===== config.mk =====
export PLATFORM = sky130hd
export DESIGN_NAME = nbi_host
export DESIGN_NICKNAME = d
export VERILOG_FILES = /design/src/logic/nbi_pkg.sv /design/src/logic/nbi_buf2.sv /design/src/logic/nbi_host.sv
export VERILOG_INCLUDE_DIRS = /design/src /design/src/logic
export SDC_FILE = /design/constraint.sdc
export NUM_CORES = 1
export LEC_CHECK = 0
export ABC_AREA = 1
export BUFFER_PORTS_ARGS = -buffer_cell sky130_fd_sc_hd__buf_2
export CORE_ASPECT_RATIO = 1.5
export CORE_UTILIZATION = 54
export CTS_BUF_LIST = sky130_fd_sc_hd__clkbuf_4 sky130_fd_sc_hd__clkbuf_8
export CTS_CLUSTER_DIAMETER = 120
export DETAILED_ROUTE_END_ITERATION = 8
export GPL_TIMING_DRIVEN = 0
export PLACE_DENSITY_LB_ADDON = 0.1
export SYNTH_ARGS = -nofsm -noshare
export SYNTH_HDL_FRONTEND = slang
export SYNTH_HIERARCHICAL = 1
export SYNTH_SLANG_ARGS = --single-unit

===== constraint.sdc =====
create_clock -name clk -period 2.16 [get_ports clk]
set_input_delay 0.216 -clock clk [delete_from_list [all_inputs] [get_ports clk]]
set_output_delay 0.216 -clock clk [all_outputs]
set_load 0.01 [all_outputs]

===== src/logic/nbi_regs.svh =====
// Contract
// - Address latch high marks address bytes
// - Command latch high marks command bytes
// - Column in cycles one and two
// - Row bits 12-28 in cycles three-five
// - Host drives unused address lines low
// - One shared 8-bit bus for all
// - Host issues only defined command codes
// - Random column commands stay within page
`ifndef NBI_REGS_SVH
`define NBI_REGS_SVH
// Strobe phase lengths in clock cycles (20 ns each)
`define NBI_SETUP_CYC   3'h2
`define NBI_STROBE_CYC  3'h2
`define NBI_HOLD_CYC    3'h1
// Geometry
`define NBI_PAGE_BYTES  12'h840
`define NBI_MAIN_BYTES  12'h800
`define NBI_BLOCKS      12'h800
`define NBI_PAGES       7'h40
// Address cycle field positions
`define NBI_ROW_LSB     12
`define NBI_PLANE_BIT   18
`endif


===== src/logic/nbi_pkg.sv =====
package nbi_pkg;
    // Kind of bus cycle requested
    typedef enum logic [1:0] {
        NBI_OP_CMD  = 2'h0,
        NBI_OP_ADDR = 2'h1,
        NBI_OP_WR   = 2'h2,
        NBI_OP_RD   = 2'h3
    } nbi_op_t;
    // Pin sequencer states
    typedef enum logic [1:0] {
        NBI_IDLE   = 2'h0,
        NBI_SETUP  = 2'h1,
        NBI_STROBE = 2'h2,
        NBI_HOLD   = 2'h3
    } nbi_state_t;
endpackage


===== src/logic/nbi_buf2.sv =====
`timescale 1ns/1ps
// Two-entry buffer carrying read bytes to the user
module nbi_buf2 (
    // Clock and reset
    input  wire logic       clk,
    input  wire logic       rst_n,
    // Fill side
    input  wire logic       in_valid,
    output logic            in_ready,
    input  wire logic [7:0] in_data,
    // Drain side
    output logic            out_valid,
    input  wire logic       out_ready,
    output logic [7:0]      out_data
);
    logic [7:0] mem_q [2];   // Storage
    logic       wp_q;        // Write index
    logic       rp_q;        // Read index
    logic [1:0] cnt_q;       // Fill level
    logic       push;
    logic       pop;

    // Honest full and empty
    assign in_ready  = (cnt_q != 2'h2);
    assign out_valid = (cnt_q != 2'h0);
    assign out_data  = mem_q[rp_q];
    assign push      = in_valid && in_ready;
    assign pop       = out_valid && out_ready;

    // Storage write
    always_ff @(posedge clk or negedge rst_n) begin
        if (!rst_n) begin
            mem_q[0] <= 8'h00;
            mem_q[1] <= 8'h00;
        end else if (push) begin
            mem_q[wp_q] <= in_data;
        end
    end

    // Pointers and level
    always_ff @(posedge clk or negedge rst_n) begin
        if (!rst_n) begin
            wp_q  <= 1'b0;
            rp_q  <= 1'b0;
            cnt_q <= 2'h0;
        end else begin
            if (push) wp_q <= ~wp_q;
            if (pop)  rp_q <= ~rp_q;
            cnt_q <= cnt_q + {1'b0, push} - {1'b0, pop};
        end
    end
endmodule


===== src/logic/nbi_host.sv =====
`timescale 1ns/1ps
`include "nbi_regs.svh"
// Host-side NAND bus sequencer: one request = one strobed byte
module nbi_host (
    // Clock and reset
    input  wire logic           clk,
    input  wire logic           rst_n,
    // Request port
    input  wire logic           req_valid,
    output logic                req_ready,
    input  wire nbi_pkg::nbi_op_t req_op,
    input  wire logic [7:0]     req_data,
    input  wire logic           wp_allow,
    // Read data port
    output logic                rd_valid,
    input  wire logic           rd_ready,
    output logic [7:0]          rd_data,
    // Status
    output logic                dev_busy,
    // NAND pins
    output logic                chip_sel_n,
    output logic                cmd_latch,
    output logic                addr_latch,
    output logic                write_strobe_n,
    output logic                read_strobe_n,
    output logic                write_prot_n,
    output logic [7:0]          io_o,
    output logic                io_oe,
    input  wire logic [7:0]     io_i,
    input  wire logic           ready_busy_n
);
    nbi_pkg::nbi_state_t st_q;
    nbi_pkg::nbi_op_t    op_q;
    logic [2:0]          cnt_q;     // Phase counter
    logic [7:0]          dout_q;    // Byte driven to device
    logic                cs_q;      // Chip select held active
    logic                cap_valid; // Captured byte handed to buffer
    logic                buf_ready; // Buffer has room for one more byte
    logic [7:0]          cap_data;  // Byte sampled from the bus
    logic [2:0]          acyc_q;    // Address cycles since last command
    logic [7:0]          col_lo_q;  // Low column byte of current address
    logic                byte_done; // Write-type byte latched by device

    // Phase length by state
    function automatic logic [2:0] phase_len(input nbi_pkg::nbi_state_t s);
        unique case (s)
            nbi_pkg::NBI_SETUP:  phase_len = `NBI_SETUP_CYC;
            nbi_pkg::NBI_STROBE: phase_len = `NBI_STROBE_CYC;
            nbi_pkg::NBI_HOLD:   phase_len = `NBI_HOLD_CYC;
            nbi_pkg::NBI_IDLE:   phase_len = 3'h1;
        endcase
    endfunction

    // Command codes the device defines; anything else is a prohibited input
    function automatic logic cmd_known(input logic [7:0] c);
        cmd_known = c inside {8'h00, 8'h05, 8'h06, 8'h10, 8'h11, 8'h15, 8'h30, 8'h31,
                              8'h35, 8'h3F, 8'h60, 8'h70, 8'h78, 8'h80, 8'h81, 8'h85,
                              8'h90, 8'hD0, 8'hD1, 8'hE0, 8'hEC, 8'hED, 8'hEE, 8'hEF,
                              8'hFF};
    endfunction

    // Address cycles two and five leave their upper lines unused
    function automatic logic pad_low(input logic [2:0] n, input logic [7:0] b);
        if (n == 3'h1) begin
            pad_low = (b[7:4] == 4'h0);
        end else if (n == 3'h4) begin
            pad_low = (b[7:1] == 7'h00);
        end else begin
            pad_low = 1'b1;
        end
    endfunction

    // Read cycles stall while the buffer is full so no byte is lost
    assign req_ready = (st_q == nbi_pkg::NBI_IDLE)
                       && !(req_op == nbi_pkg::NBI_OP_RD && !buf_ready);
    assign dev_busy  = !ready_busy_n; // (pull-up outside)

    // Sequencer: setup, strobe low, hold
    always_ff @(posedge clk or negedge rst_n) begin
        if (!rst_n) begin
            st_q  <= nbi_pkg::NBI_IDLE;
            cnt_q <= 3'h0;
        end else if (st_q == nbi_pkg::NBI_IDLE) begin
            if (req_valid && req_ready) begin
                st_q  <= nbi_pkg::NBI_SETUP;
                cnt_q <= 3'h1;
            end
        end else if (cnt_q < phase_len(st_q)) begin
            cnt_q <= cnt_q + 3'h1;
        end else begin
            cnt_q <= 3'h1;
            unique case (st_q)
                nbi_pkg::NBI_SETUP:  st_q <= nbi_pkg::NBI_STROBE;
                nbi_pkg::NBI_STROBE: st_q <= nbi_pkg::NBI_HOLD;
                nbi_pkg::NBI_HOLD:   st_q <= nbi_pkg::NBI_IDLE;
                nbi_pkg::NBI_IDLE:   st_q <= nbi_pkg::NBI_IDLE;
            endcase
        end
    end

    // Request latch: kind, data, chip select
    always_ff @(posedge clk or negedge rst_n) begin
        if (!rst_n) begin
            op_q   <= nbi_pkg::NBI_OP_CMD;
            dout_q <= 8'h00;
            cs_q   <= 1'b0;
        end else if (st_q == nbi_pkg::NBI_IDLE && req_valid && req_ready) begin
            op_q   <= req_op;
            dout_q <= req_data; // (caller packs cycles)
            cs_q   <= 1'b1;
        end else if (st_q == nbi_pkg::NBI_IDLE && !req_valid) begin
            cs_q   <= 1'b0;     // Release chip select between bursts
        end
    end

    // Write protect follows the caller, low by default
    always_ff @(posedge clk or negedge rst_n) begin
        if (!rst_n) write_prot_n <= 1'b0;
        else        write_prot_n <= wp_allow;
    end

    // Pin decode
    assign chip_sel_n     = !cs_q;
    assign cmd_latch      = (st_q != nbi_pkg::NBI_IDLE) && op_q == nbi_pkg::NBI_OP_CMD;
    assign addr_latch     = (st_q != nbi_pkg::NBI_IDLE) && op_q == nbi_pkg::NBI_OP_ADDR;
    // Write strobe rises at end of strobe phase, byte stable through hold
    assign write_strobe_n = !(st_q == nbi_pkg::NBI_STROBE
                              && op_q != nbi_pkg::NBI_OP_RD);
    // Read strobe low only for read cycles
    assign read_strobe_n  = !(st_q == nbi_pkg::NBI_STROBE
                              && op_q == nbi_pkg::NBI_OP_RD);
    assign io_o           = dout_q;
    // Drive bus only on write-type cycles, never while reading
    assign io_oe = (st_q != nbi_pkg::NBI_IDLE) && op_q != nbi_pkg::NBI_OP_RD;

    // Sample read byte on last strobe cycle
    assign cap_valid = st_q == nbi_pkg::NBI_STROBE && op_q == nbi_pkg::NBI_OP_RD
                       && cnt_q == `NBI_STROBE_CYC;
    assign cap_data  = io_i;

    // Device has latched a write-type byte in the last hold cycle
    assign byte_done = (st_q == nbi_pkg::NBI_HOLD) && (cnt_q == `NBI_HOLD_CYC)
                       && (op_q != nbi_pkg::NBI_OP_RD);

    // Address cycle count since the last command byte
    always_ff @(posedge clk or negedge rst_n) begin
        if (!rst_n) begin
            acyc_q <= 3'h0;
        end else if (byte_done && op_q == nbi_pkg::NBI_OP_CMD) begin
            acyc_q <= 3'h0;          // New command restarts the address cycles
        end else if (byte_done && op_q == nbi_pkg::NBI_OP_ADDR && acyc_q != 3'h7) begin
            acyc_q <= acyc_q + 3'h1; // Saturates, surplus bytes never wrap
        end
    end

    // Low column byte, kept to judge the whole column on the next cycle
    always_ff @(posedge clk or negedge rst_n) begin
        if (!rst_n) begin
            col_lo_q <= 8'h00;
        end else if (byte_done && op_q == nbi_pkg::NBI_OP_ADDR && acyc_q == 3'h0) begin
            col_lo_q <= dout_q;
        end
    end

    nbi_buf2 u_buf (
        .clk       (clk),
        .rst_n     (rst_n),
        .in_valid  (cap_valid),
        .in_ready  (buf_ready),
        .in_data   (cap_data),
        .out_valid (rd_valid),
        .out_ready (rd_ready),
        .out_data  (rd_data)
    );
endmodule


==> results of run 1 <==
[stage by stage]
step | cells | hold WS (ps)
2_1_floorplan | 225 | -79.6
3_3_place_gp | 316 | 324
3_5_place_dp | 316 | 326
4_1_cts | 324 | 25.2
5_1_grt | 324 | 27.1
6_report | 324 | 20.8
[cell families after synthesis]
group	after synthesis	share of synthesized area
adder cells (fa/ha/maj)	9	0.0585
AND/OR/NAND/NOR	127	0.299
AO/OA/AOI/OAI	16	0.0657
flip-flops	37	0.481
buffers and inverters	36	0.0956
[synthesized netlist by cell type]
cell       n
nand3_4    2
nand4_1   16
a31oi_1    1
o21ai_1    1
nand3_1    7
nand2_1   93
buf_4      5
clkinv_1   1
o21ai_0    1
ha_1       9
nor2_1     3
or2_2      1
inv_1     24
inv_2      2
nand2_2    1
dfrtp_1   37
a21oi_1    1
buf_6      4
nor3b_1    1
nand3_2    2
nor3_1     1
o21ai_2   12
[registers in the layout, summed over array words and instances, names as in the netlist]
name / flops
write_prot_n: 1
u_buf/mem_q: 16
u_buf/wp_q: 1
io_o: 8
op_q: 2
cnt_q: 3
st_q: 2
u_buf/rp_q: 1
u_buf/cnt_q: 2
cs_q: 1
[critical path: stages (launching register included)]
cell	delay, ps
dfrtp_1	400
inv_1	110
ha_1	170
nand3_1	110
nor2_1	110
buf_4	190
nand2_1	100
ha_1	270
inv_1	40
ha_1	180
nand3_1	80
nand2_1	50
[cell type report]
| cell class | instances | area [µm²] | area share |
|---|---|---|---|
| sequential | 37 | 926 | 0.395 |
| multi-input combinational | 152 | 815 | 0.348 |
| clock buffer | 7 | 90.1 | 0.0385 |
| inverter | 27 | 101 | 0.0433 |
| clock inverter | 1 | 30.0 | 0.0128 |
| timing repair buffer | 49 | 245 | 0.105 |
| tap | 42 | 52.6 | 0.0224 |
| buffer | 9 | 82.6 | 0.0353 |
[worst min-delay path by stage]
stage | slack, ps | end | from | depth (start not counted)
final | 20 | u_buf/rp_q | rst_n | 1
after global routing | 30 | write_prot_n | wp_allow | 1
after CTS | 30 | write_prot_n | wp_allow | 1
after detailed placement | 330 | write_prot_n | wp_allow | 1
after global placement | 320 | write_prot_n | wp_allow | 1
after floorplan | -80 | cnt_q[0] | rst_n | 0
[cells in the final DEF (no fill, tap or decap)]
cell type	instances
clkinv_1	1
nand3_2	2
nor3_1	1
a31oi_1	1
nor3b_1	1
o21ai_0	1
o21ai_2	12
inv_2	2
nand4_1	16
buf_4	5
clkbuf_8	6
inv_1	24
dfrtp_1	37
nand3_1	7
nand2_2	1
a21oi_1	1
buf_2	49
o21ai_1	1
nor2_1	3
or2_2	1
bufinv_16	1
clkbuf_4	1
nand3_4	2
ha_1	9
nand2_1	93
buf_6	4
[routing by layer]
metal,share of wire,up-vias,GRT usage
met5,0,-,0
met4,0.011,0,0.0648
met3,0.041,6,0.0485
met2,0.53,43,0.403
met1,0.42,733,0.240
li1,-,826,-
[where the power goes]
group	switching, mW	total (mW)	internal (mW)
Sequential	0.160	1.10	0.942
Clock	0.239	0.628	0.389
Combinational	0.895	1.50	0.605
==> flow_metrics.tcl, run 1 <==
set metrics [dict create \
    run_status "complete, no violations" \
    power_mw 3.23 \
    post_cts_buffers 0 \
    power_leakage_nw 1.29 \
    crit_end "u_buf/cnt_q[1]" \
    wl_per_cell_um 11.7 \
    synth_nets 258 \
    drive_gt1_frac 0.305 \
    dpl_cell_area_um2 2220 \
    place.detailed.hpwl_um 2740 \
    crit_fanout 10 \
    syn-cell-area_um2 1920 \
    dieArea_um2 3810 \
    drt_first_pass_iters 4 \
    rsz0062_at_grt "no" \
    finalSetupTns_ps 0 \
    worst_pin_slew_ps 834 \
    synth_seq_cells 37 \
    post_cts_resized 0 \
    drv_cap 0 \
    final_core_util 0.686 \
    cts_hold_buffers 0 \
    vias 1608 \
    viasPerCell 4.96 \
    antennaDiodeCount 0 \
    finalSetupViolCount 0 \
    clk_latency_ps 290 \
    yosys.cell_types.count 22 \
    netlist_instances 225 \
    cp-start-kind "flip-flop" \
    worstHoldPathType "input port to asynchronous set/reset pin" \
    dp_worst_setup_slack_ps 245 \
    yosys-top-cells-area "dfrtp_1, nand2_1, ha_1" \
    die_width_um 50.7 \
    slew_headroom 0.444 \
    final_nets 314 \
    clk_pin_slew_ps 70 \
    grt.total_usage 0.215 \
    ys_seq_area_frac 0.481 \
    crit_start "st_q[0]" \
    portBuffers 49 \
    drt_iter0_markers 36 \
    ioPinCount 50 \
    cts_made_buffers 5 \
    reg2regPathDepth 11 \
    skew_ps 5.94 \
    drc 0 \
    grt_first_pass_wirelength_um 6080 \
    slew_violations 0 \
    avgSynthCellArea_um2 8.55 \
    post-route-period-util 0.890 \
    core_area_um2 3420 \
    r2r_slack_ps 240 \
    r2r-end "u_buf/cnt_q[1]" \
    grt_start_max_net_pins 38 \
    worstSetupPathType "flip-flop to flip-flop" \
    areaGrowthSynthToFinish_pct 21.7 \
    place.gp.congestion 0.814 \
    crit_path_end_kind "flip-flop" \
    clk_path_buf_depth 2 \
    synth_top_area_share 0.481 \
    ir_worst_vdd_mv 1.07 \
    max_freq_ghz 0.520 \
    cts_tree "built" \
    fin_ws_ps 238 \
    period_needed_ps 1920 \
    ys_warn_count 6 \
    final_area_um2 2340 \
    grt_pass1_vias 1450 \
    ant_nets 0 \
    powerDensity_nw_per_um2 1380 \
    yosys.area.top_type "dfrtp_1" \
    routed_wl_um 3790 \
    timing.rr.start "st_q[0]" \
    root_buffer "clkbuf_8" \
    start_util 0.563 \
    rows 26 \
    grt_overflow 0 \
    cp_data_required_time_ps 2340 \
    die_y_um 75.1 \
    arrival_ps 2100 \
    antenna_found_initial 0 \
    fillers 317 \
    cts_num_sinks 37 \
    hold_viol_final 0 \
    htreeDepth 2 \
]
No activity file was read; power rests on OpenSTA's default activity.
==> inputs of run 2 (changes only) <==
--- a/config.mk
+++ b/config.mk
@@ -14,6 +14,7 @@
 export CTS_CLUSTER_DIAMETER = 120
 export DETAILED_ROUTE_END_ITERATION = 8
 export GPL_TIMING_DRIVEN = 0
+export HOLD_SLACK_MARGIN = 0.06
 export PLACE_DENSITY_LB_ADDON = 0.1
 export SYNTH_ARGS = -nofsm -noshare
 export SYNTH_HDL_FRONTEND = slang
==> constraint.sdc (replaced) <==
create_clock -name clk -period 1.89 [get_ports clk]
set_input_delay 0.189 -clock clk [delete_from_list [all_inputs] [get_ports clk]]
set_output_delay 0.189 -clock clk [all_outputs]
set_load 0.01 [all_outputs]
==> flow_metrics.tcl, run 2 (same netlist as run 1, synthesis figures left out) <==
set metrics [dict create \
    place.gp.congestion 0.814 \
    routed_wl_um 3890 \
    period_needed_ps 1750 \
    final_area_um2 2400 \
    grt.total_usage 0.219 \
    dpl_cell_area_um2 2220 \
    post-route-period-util 0.928 \
    drt_iter0_markers 33 \
    clk_path_buf_depth 2 \
    slew_violations 0 \
    final_common_cell "nand2_1" \
    drc 0 \
    antennaDiodeCount 0 \
    cts_made_buffers 5 \
    final_nets 319 \
    clk_pin_slew_ps 70 \
    rows 26 \
    run_status "complete, no violations" \
    crit_chain "inv_2 > ha_4 > nand3_2 > nor2_2 > buf_4 > nand2_1 > ha_1 > inv_1 > ha_1 > nand3_1 > nand2_1" \
    crit_slowest_cell "dfrtp_1" \
    dieArea_um2 3810 \
    cp_top_family "adder cells" \
    hold_viol_final 0 \
    drv_cap 0 \
    viasPerCell 4.92 \
    ioPinCount 50 \
    final_cell_mix "nand2_1, buf_2, dfrtp_1, inv_1, nand4_1" \
    clk_latency_ps 290 \
    areaGrowthSynthToFinish_pct 25.0 \
    worstHoldPathType "input port to flip-flop" \
    cts_num_sinks 37 \
    largest_register_ffs 16 \
    drt_first_pass_iters 4 \
    fillers 317 \
    die_width_um 50.7 \
    layoutNonFillerInstCount 329 \
    core_area_um2 3420 \
    max_freq_ghz 0.570 \
    cp-start-kind "flip-flop" \
    grt_start_max_net_pins 38 \
    ant_nets 0 \
    skew_ps 4.91 \
    cp_data_required_time_ps 2070 \
    cts_tree "built" \
    worstSetupPathType "flip-flop to flip-flop" \
    rsz0062_at_grt "no" \
    wl_per_cell_um 11.8 \
    grt_pass1_vias 1462 \
    start_util 0.563 \
    htreeDepth 2 \
    cpPeakStageDelay_ps 410 \
    arrival_ps 1930 \
    dpl.cell_count 316 \
    crit_fanout 3 \
    drive_gt1_frac 0.324 \
    portBuffers 49 \
    vias 1620 \
    grt_overflow 0 \
    grt_first_pass_wirelength_um 6180 \
    finalSetupViolCount 0 \
    crit_path_end_kind "flip-flop" \
    place.detailed.hpwl_um 2740 \
    ir_worst_vdd_mv 1.23 \
    powerDensity_nw_per_um2 1560 \
    root_buffer "clkbuf_8" \
    die_y_um 75.1 \
    crit_buf_inv 3 \
    slew_headroom 0.439 \
    regMostFlops "u_buf/mem_q" \
    antenna_found_initial 0 \
    power_leakage_nw 1.31 \
    worst_pin_slew_ps 841 \
]
-- run 2: area by class of cell --
type / instances / area [µm²] / area share
Buffer: 9 / 82.6 / 0.0343
Clock buffer: 7 / 90.1 / 0.0375
Clock inverter: 1 / 30.0 / 0.0125
Inverter: 27 / 101 / 0.0421
Multi-Input combinational cell: 152 / 835 / 0.347
Sequential cell: 37 / 926 / 0.385
Tap cell: 42 / 52.6 / 0.0219
Timing Repair Buffer: 54 / 288 / 0.120
-- run 2: stage by stage --
stage          hold WS, ps  utilization  worst slack, ps  setup TNS [ps]  total power [mW]
6_report               139        0.704              135               0              3.76
5_1_grt                139        0.704             4.76               0              4.08
4_1_cts                132        0.694             58.5               0              3.75
3_5_place_dp           299        0.651            -25.1           -25.1              3.01
3_3_place_gp           297        0.651            -14.5           -14.5              2.96
2_1_floorplan         -107            -             60.8               0              2.48
-- run 2: power breakdown --
part           leakage (nW)  switching [mW]  internal, mW
Clock                0.0619           0.277         0.445
Sequential            0.404           0.193          1.08
Combinational         0.847            1.04         0.727
-- run 2: path summary, 6_finish.rpt --
kind | slack [ps] | startpoint | endpoint | cells after the start
worst max-delay path | 140 | st_q[0] | u_buf/cnt_q[1] | 11
worst min-delay path | 140 | req_data[3] | io_o[3] | 3
worst max register to register | 140 | st_q[0] | u_buf/cnt_q[1] | 11
worst min register to register | 480 | u_buf/mem_q[14] | u_buf/mem_q[14] | 2
max in group asynchronous | 820 | rst_n | io_o[6] | 2
min in group asynchronous | 540 | rst_n | u_buf/mem_q[3] | 2
-- run 2: worst min-delay path, stage by stage --
cell     delay, ps
buf_2           90
inv_1           50
o21ai_2         50
-- run 2: timing repair --
item	4_1_cts	5_1_grt
setup endpoints to repair	1	2
hold buffers	2	0
buffers inserted	1	2
gates cloned	0	0
endpoints found under the hold margin	38	0
pin swaps	0	1
gates resized for setup	0	5
-- run 2: layer usage --
layer	part of all wire	track usage	wire, µm	up-vias
met1	0.42	0.247	1650	735
met3	0.037	0.0485	143	6
met4	0.011	0.0648	41	0
li1	-	-	-	840
met5	0	0	0	-
met2	0.53	0.409	2060	39
==> inputs of run 3 (changes only) <==
--- a/config.mk
+++ b/config.mk
@@ -9,8 +9,8 @@
 export ABC_AREA = 1
 export BUFFER_PORTS_ARGS = -buffer_cell sky130_fd_sc_hd__buf_2
 export CORE_ASPECT_RATIO = 1.5
-export CORE_UTILIZATION = 54
-export CTS_BUF_LIST = sky130_fd_sc_hd__clkbuf_4 sky130_fd_sc_hd__clkbuf_8
+export CORE_UTILIZATION = 52
+export CTS_BUF_LIST = sky130_fd_sc_hd__clkbuf_8 sky130_fd_sc_hd__clkbuf_16
 export CTS_CLUSTER_DIAMETER = 120
 export DETAILED_ROUTE_END_ITERATION = 8
 export GPL_TIMING_DRIVEN = 0
==> flow_metrics.tcl, run 3 (same netlist as run 1, synthesis figures left out) <==
set metrics [dict create \
    clk_pin_slew_ps 70 \
    register_area_um2 926 \
    drv_cap 0 \
    antenna_found_initial 0 \
    die_width_um 51.7 \
    powerDensity_nw_per_um2 1510 \
    cts_num_sinks 37 \
    largest_register_ffs 16 \
    place.detailed.hpwl_um 2700 \
    fillers 317 \
    multiInputGateArea_um2 857 \
    cts_made_buffers 5 \
    die_y_um 76.5 \
    cp-start-kind "flip-flop" \
    slew_headroom 0.458 \
    worstHoldPathType "input port to flip-flop" \
    grt.total_usage 0.214 \
    root_buffer "clkbuf_8" \
    routed_wl_um 3880 \
    place.gp.congestion 0.796 \
    worst_pin_slew_ps 813 \
    htreeDepth 2 \
    antennaDiodeCount 0 \
    crit_path_end_kind "output port" \
    start_util 0.553 \
    dieArea_um2 3950 \
    drive_gt1_frac 0.323 \
    grt_pass1_vias 1526 \
    areaGrowthSynthToFinish_pct 24.0 \
    final_cell_mix "nand2_1, buf_2, dfrtp_1, inv_1, nand4_1" \
    cts_tree "built" \
    drt_iter0_markers 49 \
    dpl_cell_area_um2 2220 \
    period_needed_ps 1770 \
    drt_first_pass_iters 4 \
    rsz0062_at_grt "no" \
    finalSetupViolCount 0 \
    arrival_ps 1580 \
    rows 26 \
    run_status "complete, no violations" \
    dpl.cell_count 316 \
    grt_first_pass_wirelength_um 6470 \
    ioPinCount 50 \
    clk_latency_ps 280 \
    layoutNonFillerInstCount 327 \
    vias 1629 \
    dp_worst_setup_slack_ps -50.2 \
    ir_worst_vdd_mv 1.05 \
    worstSetupPathType "flip-flop to output port" \
    wl_per_cell_um 11.9 \
    regMostFlops "u_buf/mem_q" \
    post-route-period-util 0.934 \
    skew_ps 4.61 \
    final_common_cell "nand2_1" \
    hold_viol_final 0 \
    drc 0 \
    grt_start_max_net_pins 38 \
    grt_overflow 0 \
    crit_fanout 8 \
    ant_nets 0 \
    final_area_um2 2390 \
    cp_data_required_time_ps 1700 \
    slew_violations 0 \
    fin_ws_ps 125 \
    power_leakage_nw 1.29 \
    viasPerCell 4.98 \
    clk_path_buf_depth 2 \
    max_freq_ghz 0.566 \
    core_area_um2 3480 \
    portBuffers 49 \
    final_nets 318 \
]
-- run 3: worst paths after layout --
kind | to | depth (start not counted) | from | slack (ps)
max | req_ready | 7 | st_q[0] | 120
min | io_o[2] | 3 | req_data[2] | 140
max reg2reg | u_buf/cnt_q[1] | 11 | st_q[0] | 190
min reg2reg | u_buf/mem_q[0] | 2 | u_buf/mem_q[0] | 470
max in group asynchronous | u_buf/mem_q[9] | 2 | rst_n | 840
min in group asynchronous | u_buf/rp_q | 2 | rst_n | 530
-- run 3: final cells by class --
type	instances	area share
flip-flops and latches	37	0.388
multi-input cells	152	0.359
repair buffers	53	0.117
inverters	27	0.0425
clock buffers	6	0.0346
plain buffers	9	0.0346
well taps	42	0.0220
clock inverters	1	0.00157
-- run 3: through the flow --
| step | total power, mW | hold slack, ps | TNS [ps] | util |
|---|---|---|---|---|
| floorplan | 2.48 | -107 | 0 | - |
| global placement | 2.96 | 297 | -31.9 | 0.638 |
| detailed placement | 3.00 | 299 | -50.2 | 0.638 |
| CTS | 3.57 | 136 | 0 | 0.671 |
| global route | 3.93 | 141 | 0 | 0.685 |
| finish | 3.61 | 144 | 0 | 0.685 |
-- run 3: what timing repair did --
action                                  in CTS  in global routing
resized for setup                            0                  8
hold endpoints to repair                    38                  0
buffers inserted                             1                  1
hold buffers                                 2                  0
pin swaps                                    0                  2
endpoints found under the setup margin       2                  1
-- run 3: worst max-delay path, stage by stage (launching register included) --
cell and delay (ps):
dfrtp_1 410, inv_2 90, buf_4 110, ha_1 130, buf_4 150, inv_1 90
a31oi_1 150, buf_2 150
-- run 3: power by group --
group | switching (mW) | internal, mW
logic | 1.05 | 0.728
registers | 0.205 | 1.08
clock network | 0.268 | 0.284
total | 1.52 | 2.09
-- run 3: layer usage --
metal / track usage / share of wire
met5: 0 / 0
met1: 0.243 / 0.42
met2: 0.375 / 0.52
met3: 0.0539 / 0.043
met4: 0.0757 / 0.015
